## config.mk

```make
export PLATFORM = sky130hd
export DESIGN_NAME = dual_video_pixel_forwarder
export DESIGN_NICKNAME = d
export VERILOG_FILES = /design/src/shared/pixel_fwd_pkg.sv /design/src/rtl/pixel_fifo.sv /design/src/rtl/dual_video_pixel_forwarder.sv
export VERILOG_INCLUDE_DIRS = /design/src /design/src/shared
export SDC_FILE = /design/constraint.sdc
export NUM_CORES = 2
export LEC_CHECK = 0
export BUFFER_PORTS_ARGS = -buffer_cell sky130_fd_sc_hd__buf_4
export CORE_MARGIN = 1.5
export CORE_UTILIZATION = 61
export CTS_CLUSTER_DIAMETER = 40
export DETAILED_ROUTE_END_ITERATION = 6
export PLACE_DENSITY_LB_ADDON = 0.05
export SYNTH_ARGS = -nofsm -noshare
export SYNTH_HDL_FRONTEND = slang
export SYNTH_SLANG_ARGS = --single-unit
```

## constraint.sdc

```tcl
create_clock -name core_clk -period 4.7 [get_ports core_clk]
set_input_delay 0.47 -clock core_clk [delete_from_list [all_inputs] [get_ports core_clk]]
set_output_delay 0.47 -clock core_clk [all_outputs]
set_load 0.03 [all_outputs]
```

## src/shared/pixel_fwd_cfg.svh

```systemverilog
// Constants for the dual video pixel forwarder
`ifndef PIXEL_FWD_CFG_SVH
`define PIXEL_FWD_CFG_SVH
`define CORE_CLK_HZ        20000000
`define LONG_PRESS_MS      3000
`define SHORT_PRESS_MS     20
`define RX_BUS_W           36
`define LANE_W             10
`define OUT_W              30
`define BLUE_LSB           0
`define GREEN_LSB          10
`define RED_LSB            20
`define PAD_8BIT           2'h0
`define FIFO_DEPTH         16
`define FIFO_AW            4
`define SEL_W              8
`define ROT_W              4
`endif

```

## src/shared/pixel_fwd_pkg.sv

```systemverilog
// Types shared by the pixel forwarder files
package pixel_fwd_pkg;
    // One forwarded pixel with its timing flags
    typedef struct packed {
        logic        vsync;
        logic        hsync;
        logic        data_valid;
        logic [29:0] rgb;
    } pixel_word_t;

    // Receiver output format choices
    typedef enum logic [1:0] {
        FMT_RGB10_LOW  = 2'h0,
        FMT_RGB10_HIGH = 2'h1,
        FMT_RGB8_LOW   = 2'h2,
        FMT_RGB8_HIGH  = 2'h3
    } rx_format_t;

    // Reset button states, one-hot
    typedef enum logic [3:0] {
        BTN_IDLE    = 4'h1,
        BTN_HELD    = 4'h2,
        BTN_LONG    = 4'h4,
        BTN_RELEASE = 4'h8
    } btn_state_t;
endpackage : pixel_fwd_pkg

```

## src/rtl/pixel_fifo.sv

```systemverilog
// Small synchronous FIFO with valid/ready on both sides
`timescale 1ns/1ps
`include "pixel_fwd_cfg.svh"
module pixel_fifo #(
    parameter int WIDTH = 33,
    parameter int DEPTH = 16,
    parameter int AW    = 4
) (
    input  wire logic             core_clk,
    input  wire logic             reset_n,
    input  wire logic             in_valid,
    output logic                  in_ready,
    input  wire logic [WIDTH-1:0] in_data,
    output logic                  out_valid,
    input  wire logic             out_ready,
    output logic      [WIDTH-1:0] out_data
);
    logic [WIDTH-1:0] mem [DEPTH];
    logic [AW-1:0]    wr_ptr_r;
    logic [AW-1:0]    rd_ptr_r;
    logic [AW:0]      count_r;
    logic             push;
    logic             pop;

    // Honest full and empty from the occupancy count
    assign in_ready  = (count_r != (AW+1)'(DEPTH));
    assign out_valid = (count_r != '0);
    assign push      = in_valid && in_ready;
    assign pop       = out_valid && out_ready;
    assign out_data  = mem[rd_ptr_r];

    // Storage array
    always_ff @(posedge core_clk)
    begin
        if (push)
            mem[wr_ptr_r] <= in_data;
    end

    // Pointers and count
    always_ff @(posedge core_clk)
    begin
        if (!reset_n)
        begin
            wr_ptr_r <= '0;
            rd_ptr_r <= '0;
            count_r  <= '0;
        end
        else
        begin
            if (push)
                wr_ptr_r <= wr_ptr_r + AW'(1);
            if (pop)
                rd_ptr_r <= rd_ptr_r + AW'(1);
            if (push && !pop)
                count_r <= count_r + (AW+1)'(1);
            else if (pop && !push)
                count_r <= count_r - (AW+1)'(1);
        end
    end
endmodule : pixel_fifo

```

## src/rtl/dual_video_pixel_forwarder.sv

```systemverilog
// Two-channel pixel forwarder from receiver buses to connector outputs
`timescale 1ns/1ps
`include "pixel_fwd_cfg.svh"
module dual_video_pixel_forwarder #(
    parameter int LONG_PRESS_CYCLES  = `CORE_CLK_HZ / 1000 * `LONG_PRESS_MS,
    parameter int SHORT_PRESS_CYCLES = `CORE_CLK_HZ / 1000 * `SHORT_PRESS_MS
) (
    input  wire logic                   core_clk,
    input  wire logic                   reset_n,
    input  wire logic [1:0]             chan_pixel_clock,
    input  wire logic [1:0][35:0]       chan_pixel_bus,
    input  wire logic [1:0]             chan_data_valid,
    input  wire logic [1:0]             chan_hsync,
    input  wire logic [1:0]             chan_vsync,
    input  wire pixel_fwd_pkg::rx_format_t chan_format,
    input  wire logic                   reset_push_button_n,
    input  wire logic                   rom_source_select_switch,
    input  wire logic [7:0]             dip_switch_bank,
    input  wire logic [3:0]             rotary_selector,
    output logic [1:0]                  fwd_pixel_clock,
    output pixel_fwd_pkg::pixel_word_t  fwd_pixel_0,
    output pixel_fwd_pkg::pixel_word_t  fwd_pixel_1,
    output logic [1:0]                  fifo_overflow,
    output logic [7:0]                  rom_image_select,
    output logic                        logic_reset_pulse,
    output logic                        reconfig_request
);
    // ------------------------------------------------------------------
    // Button and switch inputs
    // ------------------------------------------------------------------
    logic [2:0]  btn_sync_r;
    logic        sel_meta_r;
    logic        sel_sync_r;
    logic [7:0]  dip_meta_r;
    logic [7:0]  dip_sync_r;
    logic [3:0]  rot_meta_r;
    logic [3:0]  rot_sync_r;
    logic [31:0] press_cnt_r;
    pixel_fwd_pkg::btn_state_t btn_state_r;

    // Two-stage synchronisers, three stages for the button; the first stage feeds only the second
    always_ff @(posedge core_clk)
    begin
        if (!reset_n)
        begin
            btn_sync_r <= 3'h7;
            sel_meta_r <= 1'h0;
            sel_sync_r <= 1'h0;
            dip_meta_r <= 8'h00;
            dip_sync_r <= 8'h00;
            rot_meta_r <= 4'h0;
            rot_sync_r <= 4'h0;
        end
        else
        begin
            btn_sync_r <= {btn_sync_r[1:0], reset_push_button_n};
            sel_meta_r <= rom_source_select_switch;
            sel_sync_r <= sel_meta_r;
            dip_meta_r <= dip_switch_bank;
            dip_sync_r <= dip_meta_r;
            rot_meta_r <= rotary_selector;
            rot_sync_r <= rot_meta_r;
        end
    end

    // ROM image choice; the rotary source is zero-extended to the DIP width
    always_ff @(posedge core_clk)
    begin
        if (!reset_n)
            rom_image_select <= 8'h00;
        else if (sel_sync_r)
            rom_image_select <= dip_sync_r;
        else
            rom_image_select <= {4'h0, rot_sync_r};
    end

    // Press timing: a short press resets, a long hold reconfigures.
    // Short glitches below the debounce time are ignored as bounce.
    always_ff @(posedge core_clk)
    begin
        if (!reset_n)
        begin
            btn_state_r       <= pixel_fwd_pkg::BTN_IDLE;
            press_cnt_r       <= 32'h0;
            logic_reset_pulse <= 1'h0;
            reconfig_request  <= 1'h0;
        end
        else
        begin
            logic_reset_pulse <= 1'h0;
            reconfig_request  <= 1'h0;
            case (btn_state_r)
                pixel_fwd_pkg::BTN_IDLE:
                begin
                    press_cnt_r <= 32'h0;
                    if (!btn_sync_r[2])
                        btn_state_r <= pixel_fwd_pkg::BTN_HELD;
                end
                pixel_fwd_pkg::BTN_HELD:
                begin
                    if (btn_sync_r[2])
                    begin
                        btn_state_r <= pixel_fwd_pkg::BTN_IDLE;
                        if (press_cnt_r >= 32'(SHORT_PRESS_CYCLES))
                            logic_reset_pulse <= 1'h1;
                    end
                    else if (press_cnt_r >= 32'(LONG_PRESS_CYCLES - 1))
                    begin
                        btn_state_r      <= pixel_fwd_pkg::BTN_LONG;
                        reconfig_request <= 1'h1;
                    end
                    else
                        press_cnt_r <= press_cnt_r + 32'h1;
                end
                pixel_fwd_pkg::BTN_LONG:
                begin
                    if (btn_sync_r[2])
                        btn_state_r <= pixel_fwd_pkg::BTN_RELEASE;
                end
                pixel_fwd_pkg::BTN_RELEASE:
                    btn_state_r <= pixel_fwd_pkg::BTN_IDLE;
                default:
                    btn_state_r <= pixel_fwd_pkg::BTN_IDLE;
            endcase
        end
    end

    // ------------------------------------------------------------------
    // Per-channel pixel path
    // ------------------------------------------------------------------
    pixel_fwd_pkg::pixel_word_t out_word [2];

    assign fwd_pixel_0 = out_word[0];
    assign fwd_pixel_1 = out_word[1];

    genvar ch;
    generate
        for (ch = 0; ch < 2; ch++)
        begin : g_chan
            logic [2:0]  clk_sync_r;
            logic [35:0] bus_meta_r;
            logic [35:0] bus_sync_r;
            logic [2:0]  ctl_meta_r;
            logic [2:0]  ctl_sync_r;
            logic        rise;
            logic        fall;
            logic [29:0] rgb_nxt;
            pixel_fwd_pkg::pixel_word_t in_word;
            pixel_fwd_pkg::pixel_word_t fifo_word;
            logic        fifo_in_ready;
            logic        fifo_valid;
            logic        fwd_clk_r;
            pixel_fwd_pkg::pixel_word_t word_r;
            logic        ovf_r;

            // Pixel clock is sampled; edges are read only past the first stage
            always_ff @(posedge core_clk)
            begin
                if (!reset_n)
                begin
                    clk_sync_r <= 3'h0;
                    bus_meta_r <= 36'h0;
                    bus_sync_r <= 36'h0;
                    ctl_meta_r <= 3'h0;
                    ctl_sync_r <= 3'h0;
                end
                else
                begin
                    clk_sync_r <= {clk_sync_r[1:0], chan_pixel_clock[ch]};
                    bus_meta_r <= chan_pixel_bus[ch];
                    bus_sync_r <= bus_meta_r;
                    ctl_meta_r <= {chan_vsync[ch], chan_hsync[ch], chan_data_valid[ch]};
                    ctl_sync_r <= ctl_meta_r;
                end
            end

            assign rise = clk_sync_r[1] && !clk_sync_r[2];
            assign fall = !clk_sync_r[1] && clk_sync_r[2];

            // Lane extraction by format; each 12-bit receiver group keeps its low or top bits as the format selects
            always_comb
            begin
                case (chan_format)
                    pixel_fwd_pkg::FMT_RGB10_LOW:
                        rgb_nxt = {bus_sync_r[33:24], bus_sync_r[21:12], bus_sync_r[9:0]};
                    pixel_fwd_pkg::FMT_RGB10_HIGH:
                        rgb_nxt = {bus_sync_r[35:26], bus_sync_r[23:14], bus_sync_r[11:2]};
                    pixel_fwd_pkg::FMT_RGB8_LOW:
                        rgb_nxt = {bus_sync_r[31:24], `PAD_8BIT, bus_sync_r[19:12],
                                   `PAD_8BIT, bus_sync_r[7:0], `PAD_8BIT};
                    pixel_fwd_pkg::FMT_RGB8_HIGH:
                        rgb_nxt = {bus_sync_r[35:28], `PAD_8BIT, bus_sync_r[23:16],
                                   `PAD_8BIT, bus_sync_r[11:4], `PAD_8BIT};
                    default:
                        rgb_nxt = 30'h0;
                endcase
            end

            // Pixel, syncs and valid travel together as one word
            assign in_word.vsync      = ctl_sync_r[2];
            assign in_word.hsync      = ctl_sync_r[1];
            assign in_word.data_valid = ctl_sync_r[0];
            assign in_word.rgb        = rgb_nxt;

            // Captured on the rising pixel edge, drained on the falling one
            pixel_fifo #(
                .WIDTH ($bits(pixel_fwd_pkg::pixel_word_t)),
                .DEPTH (`FIFO_DEPTH),
                .AW    (`FIFO_AW)
            ) u_fifo (
                .core_clk  (core_clk),
                .reset_n   (reset_n),
                .in_valid  (rise),
                .in_ready  (fifo_in_ready),
                .in_data   (in_word),
                .out_valid (fifo_valid),
                .out_ready (fall),
                .out_data  (fifo_word)
            );

            // Forwarded clock follows the second sync stage, so it falls on the very
            // edge that loads a new word; a later stage would change data while high
            always_ff @(posedge core_clk)
            begin
                if (!reset_n)
                begin
                    fwd_clk_r <= 1'h0;
                    word_r    <= '0;
                    ovf_r     <= 1'h0;
                end
                else
                begin
                    fwd_clk_r <= clk_sync_r[1];
                    if (fall && fifo_valid)
                        word_r <= fifo_word;
                    if (rise && !fifo_in_ready)
                        ovf_r <= 1'h1;
                end
            end

            assign fwd_pixel_clock[ch] = fwd_clk_r;
            assign out_word[ch]        = word_r;
            assign fifo_overflow[ch]   = ovf_r;
        end
    endgenerate
endmodule : dual_video_pixel_forwarder

```

== Word-level counts from Yosys, hierarchy flattened ==
Memory sizes are Yosys's and may differ from the RTL's. A register that Yosys moved wholly into a read port is not among the register bits.
Index checks and enable logic that the tools add are counted.

* Add/sub/neg operators: 9
* $lt $le $gt $ge: 2
* Equality and inequality tests: 13
* Muxes and demuxes: 21
* Bitwise logic cells: 2
* Reduce and logical (&&, ||, !) cells: 37

{| class="wikitable"
|+ Operators by type and width
! cell !! number
|-
| 30-bit one-hot mux with 4 select lines || 2
|-
| 32-bit two-way mux || 2
|-
| 32-bit one-hot mux with 2 select lines || 1
|-
| 32-bit by 1-bit adder with 32-bit output, second input constant || 1
|-
| 32-bit by 19-bit greater-or-equal comparator with 1-bit output, second input constant || 1
|-
| 32-bit by 26-bit greater-or-equal comparator with 1-bit output, second input constant || 1
|-
| 4-bit two-way mux || 5
|-
| 5-bit two-way mux || 4
|-
| 4-bit by 1-bit adder with 4-bit output, second input constant || 4
|-
| 1-bit logical AND || 14
|-
| 1-bit logical NOT || 12
|-
| 4-bit one-hot mux with 3 select lines || 1
|-
| 5-bit by 1-bit adder with 5-bit output, second input constant || 2
|-
| 5-bit != test, second input constant || 2
|-
| 5-bit nonzero test || 2
|-
| 5-bit by 1-bit subtractor with 5-bit output, second input constant || 2
|-
| 3-bit AND reduction || 3
|-
| 2-bit != test, second input constant || 4
|-
| 1-bit two-way mux || 6
|-
| 2-bit nonzero test || 3
|-
| 2-bit == test, second input constant || 2
|-
| 4-bit by 1-bit == test with 1-bit output, second input constant || 1
|-
| 4-bit by 2-bit == test with 1-bit output, second input constant || 1
|-
| 4-bit by 3-bit == test with 1-bit output, second input constant || 1
|-
| 6 further kinds || 7
|}

* Register bits: 267
* Bits in writable memories: 1056
* Logic and storage cells: 119
* Memories kept: 2

{| class="wikitable"
|+ Memory list
! memory !! depth !! bits a word !! rd ports !! clocked after Yosys merged registers in !! wr ports !! RTL line !! text
|-
| g_chan[0].u_fifo.mem || 16 || 33 || 1 || 1 || 1 || pixel_fifo.sv:18 || <nowiki>logic [WIDTH-1:0] mem [DEPTH];</nowiki>
|-
| g_chan[1].u_fifo.mem || 16 || 33 || 1 || 1 || 1 || pixel_fifo.sv:18 ||
|}

== Longest topological paths before layout ==
* Depth in word-level cells: 7
* Gate-level depth with buffers: 14
* Mapped depth without buffers: 12

== Hierarchy ==
Synthesis repeated with hierarchy kept, for this count alone.

* Cells, all modules: 2978
* Area, all modules: 52331.4 µm²

{| class="wikitable"
|+ Modules (own cells, without submodules)
! module !! instances !! cells an instance !! area each (µm²) !! seq. area each (µm²)
|-
| pixel_fifo || 2 || 917 || 20717.4 || 16195.5
|-
| dual_video_pixel_forwarder || 1 || 1144 || 10896.7 || 6105.9
|}

== Least setup slack after synthesis ==
No wires, ideal clock.

* Path kind: register -> register
* From: register g_chan[1].u_fifo.count_r[0]
* To: memory g_chan[1].u_fifo.mem[3][0] (enable)
* Library setup time: 0.464 ns
* Arrival: 3.458 ns
* Required time: 4.236 ns
* Path slack: 0.778 ns
* Stages on the path, launching flop included: 5
* Period minus slack after synthesis: 3.922 ns
* Cell sequence: dfxtp_1 -> nor4_1 -> a21oi_1 -> nand2_1 -> nor3_1

* Word-level cells in the longest chain between the ends: 4

{| class="wikitable"
|+ Ends and longest elaborated chain
! item !! RTL line !! text
|-
| from (decl) || pixel_fifo.sv:21 || <nowiki>logic [AW:0] count_r;</nowiki>
|-
| from (signal assigned) || pixel_fifo.sv:55 || <nowiki>count_r <= count_r + (AW+1)'(1);</nowiki>
|-
| from (signal assigned) || pixel_fifo.sv:57 || <nowiki>count_r <= count_r - (AW+1)'(1);</nowiki>
|-
| 5-bit != test || pixel_fifo.sv:26 || <nowiki>assign in_ready = (count_r != (AW+1)'(DEPTH));</nowiki>
|-
| 1-bit logical AND || pixel_fifo.sv:28 || <nowiki>assign push = in_valid && in_ready;</nowiki>
|-
| net g_chan[1].u_fifo.push || pixel_fifo.sv:22 || <nowiki>logic push;</nowiki>
|-
| 1-bit two-way mux || pixel_fifo.sv:35 || <nowiki>if (push)</nowiki>
|-
| 1-bit two-way mux (implied by the code) || pixel_fifo.sv:36 || <nowiki>mem[wr_ptr_r] <= in_data;</nowiki>
|-
| to (decl) || pixel_fifo.sv:18 ||
|}

The timed path passes the listed nets, and every way through them passes these cells.

== Worst setup path after layout ==
* From: register g_chan[1].u_fifo.count_r[0]
* To: register g_chan[1].u_fifo.count_r[4]

* Word-level cells in the longest chain between the ends: 5
* Elaborated cells between the ends (all ways): 13
* Classes of those cells: add/sub: 2; eq/ne: 1; mux: 2; reduce/logical: 8

{| class="wikitable"
|+ Ends and longest elaborated chain
! item
|-
| branches (longest 5 deep; another with 5-bit by 1-bit subtractor with 5-bit output)
|}

Several ways; the timed one is not identified. The select of a mux whose other input is x is not followed.
A chain may end at the register's enable or synchronous reset.

==> metrics.txt <==
share of the synthesized area in the top cell type=61.0%; n_diodes=0; Compound-Gate Fraction of Synth Area=2.45%; Reg2Reg Depth=12; Seq/Total Area, Yosys=73.8%; clk root buf=clkbuf_16; reg2reg end=g_chan[1].u_fifo.count_r[4]$_SDFFE_PN0P_; via density per instance=5.96; post-CTS setup buffer count=0; initial antenna violation count=0; post-synthesis simple-gate area fraction=5.92%; Worst Tran Pin Value=1.33 ns; crit end category=register; maximum buffer depth of the clock tree=3; ys async rst share=0%; WHS Endpoint=btn_state_r[1]$_SDFFE_PN0P_; Crit Path Class=reg2reg; Cell Rows=106; VDD IR max=388 uV; Max-cap violations=0; largest family of logic cells by synthesized area=multiplexers; Syn Inst Count=2,803; largest net degree at the start of global routing=154; Synth Register Bits=1,387; post-synthesis mux area share=15.6%; Vias=26,400; CTS Buf Count=152; post-CTS resize count=0; # IOs=178; vias in the first global route=27,500; Setup TNS=0 ns; Reg-to-Reg Start=g_chan[1].u_fifo.count_r[0]$_SDFFE_PN0P_; pwr dens=424 nW/um^2; arrival time of the worst setup path=4.09 ns; Critical Path RT=5.36 ns; Final Max Slew Viols=0; RSZ-0062 raised after global routing=false; Post-Syn Area=52,000 um^2; PortBufs=177; status=completed; Die Area=87,000 um^2; Routed Antenna Nets=0; initial drt markers=2,288; Initial Util=61.9%; synth unique cells=51; CTS tree=done; Routability Congestion=0.791; share of layout cells above drive strength 1=27.5%; clk sink count=1,387; Setup violations, final=0; Post-Synth XOR/XNOR Area=0.371%; final setup skew=0.0207 ns; area grow syn2layout=17.7%; Non-Filler Instances=4,426; post-synthesis adder-cell area fraction=0.558%; DRT Pass-1 Iters=5; Layout Nets=3,290; Avg Cell Area, Syn=18.5 um^2; final core utilization=72.9%; Min-Delay Path Class=in2reg; Post-Place Cells=4,056; Final Hold Vio Count=0; H-tree depth=4; die height=295 um; Clock transition at path regs=0.06 ns; Static Leak=20.3 nW; Slew headroom=11.0%; Final Instance Area=61,200 um^2; most area-consuming cells after synthesis=edfxtp_1, mux4_2, dfxtp_1; Post-Synthesis Net Count=2,923; min-delay src=reset_n; drt wl/cell=25.2 um; Worst setup SP type=register; DIE WIDTH=295 um; aggregate global-route resource usage=26.5%; Final Cycle Share=73.1%; hold_ws=0.419 ns; # DRC=0; post-layout min period=3.43 ns; Synth area leader=edfxtp_1; number of synthesized flops with an enable pin=1,056; Yosys Warn Count=0; GRT overflow=0; DRT Wirelength=111,000 um; CP Max Fanout=37; Core Footprint=84,000 um^2; Max Clk Rate=291 MHz; reg2reg setup slack=1.27 ns; Commonest cells post-synth=edfxtp_1, dfxtp_1, mux4_2; top-count cell post-synth=edfxtp_1; Final HPWL DP=64,900 um; first-pass GRT wire length=169,000 um; Hold Path Depth=3; worst skew pair latency=0.74 ns; Synth Flop Type=edfxtp_1; placed cell area=55,200 um^2
## worst max-delay path, cell delays in order (launching register included)
cell	delay, ns
dfxtp_1	0.36
or4_1	0.53
o21a_2	0.21
buf_4	0.31
inv_2	0.12
ha_1	0.20
inv_1	0.12
fa_1	0.48
a21o_1	0.18
a21oi_1	0.22
xnor2_1	0.11
or3_1	0.30
a21boi_0	0.19
## final cells by class
type                    count  area, um^2
fillers                  5016       22800
multi-input cells        1239       13200
well taps                1134        1420
repair buffers            375        3130
flip-flops and latches   1387       38400
inverters                  15        56.3
clock inverters            87         951
clock buffers             189        4090
## stage by stage
stage                     total power, mW  worst slack, ns
final                                25.9             1.27
after global routing                 26.7             1.10
after CTS                            26.1             1.25
after detailed placement             14.4             1.30
after global placement               14.3             1.39
after floorplan                      14.1            0.778
## cells in the final DEF (no fill, tap or decap), types with 6 or more instances in the layout
cell type      synthesis  final
or3_1                 14     14
or4_1                 12     12
clkinv_2               0     19
nand2_1              221    221
nor2b_1               13     13
clkinv_4               0     10
clkbuf_1             105     23
mux2i_1               66     66
clkbuf_8               0     11
nand3_1                9      9
ha_1                  20     20
a21oi_1               30     30
xnor2_1               17     17
o21ai_1                1      7
bufinv_16              0     13
o31ai_1                9      9
o21a_1                 9      7
and3_1                 9      9
mux4_2               330    330
nand4_1               11     11
inv_1                 13     13
nor2_1                56     32
dfxtp_1              331    323
buf_4                  7    274
a21boi_0              69     69
clkinvlp_4             0     10
buf_12                 0      6
and2_1               215    215
clkinv_1               0     10
edfxtp_1            1056   1056
nand2b_1              12     12
inv_6                  0     16
o21ai_0               69     63
nor3_2                 0      8
dlygate4sd3_1          0     94
clkbuf_16              0    154
nor2_4                 0     24
## routing by layer
metal | global-route usage [%] | up-vias | share of wire (%)
met5 | 0 | - | 0
met4 | 7.90 | 0 | 2.3
met3 | 4.16 | 167 | 5.8
met2 | 46.4 | 874 | 53
met1 | 34.7 | 13700 | 39
li1 | - | 11700 | -
## sequential cells by signal (all words and copies together), names as in the netlist, 8 cells and up
| register | flops |
|---|---|
| g_chan.u_fifo.mem | 1056 |
| g_chan.bus_meta_r | 72 |
| g_chan.bus_sync_r | 72 |
| fwd_pixel_0 | 33 |
| fwd_pixel_1 | 33 |
| press_cnt_r | 32 |
| g_chan.u_fifo.count_r | 10 |
| dip_meta_r | 8 |
| dip_sync_r | 8 |
| g_chan.u_fifo.rd_ptr_r | 8 |
| g_chan.u_fifo.wr_ptr_r | 8 |
| rom_image_select | 8 |
## worst max-delay path by stage
stage                                          endpoint                                      from
5_1_grt        g_chan[1].u_fifo.count_r[4]$_SDFFE_PN0P_  g_chan[1].u_fifo.count_r[0]$_SDFFE_PN0P_
6_report       g_chan[1].u_fifo.count_r[4]$_SDFFE_PN0P_  g_chan[1].u_fifo.count_r[0]$_SDFFE_PN0P_
2_1_floorplan      g_chan[1].u_fifo.mem[3][0]$_DFFE_PP_  g_chan[1].u_fifo.count_r[0]$_SDFFE_PN0P_
3_3_place_gp   g_chan[1].u_fifo.count_r[4]$_SDFFE_PN0P_  g_chan[1].u_fifo.count_r[0]$_SDFFE_PN0P_
4_1_cts        g_chan[1].u_fifo.count_r[4]$_SDFFE_PN0P_  g_chan[1].u_fifo.count_r[0]$_SDFFE_PN0P_
3_5_place_dp   g_chan[1].u_fifo.count_r[4]$_SDFFE_PN0P_  g_chan[1].u_fifo.count_r[0]$_SDFFE_PN0P_
## cell families after synthesis
family,Yosys count
AO/OA/AOI/OAI,200
XOR/XNOR,22
adder cells (fa/ha/maj),22
buffers and inverters,177
flip-flops,1387
multiplexers,396
AND/OR/NAND/NOR,599
## power breakdown
group          internal (mW)  switching (mW)
Combinational          0.383           0.436
Sequential              13.3          0.0741
Clock                   6.98            4.80
Total                   20.6            5.31
## repair_timing
| action | CTS | global route |
|---|---|---|
| hold buffers | 94 | 0 |
| setup endpoints to repair | 0 | 0 |
| hold endpoints to repair | 94 | 0 |
(Power assumes the default switching activity.)
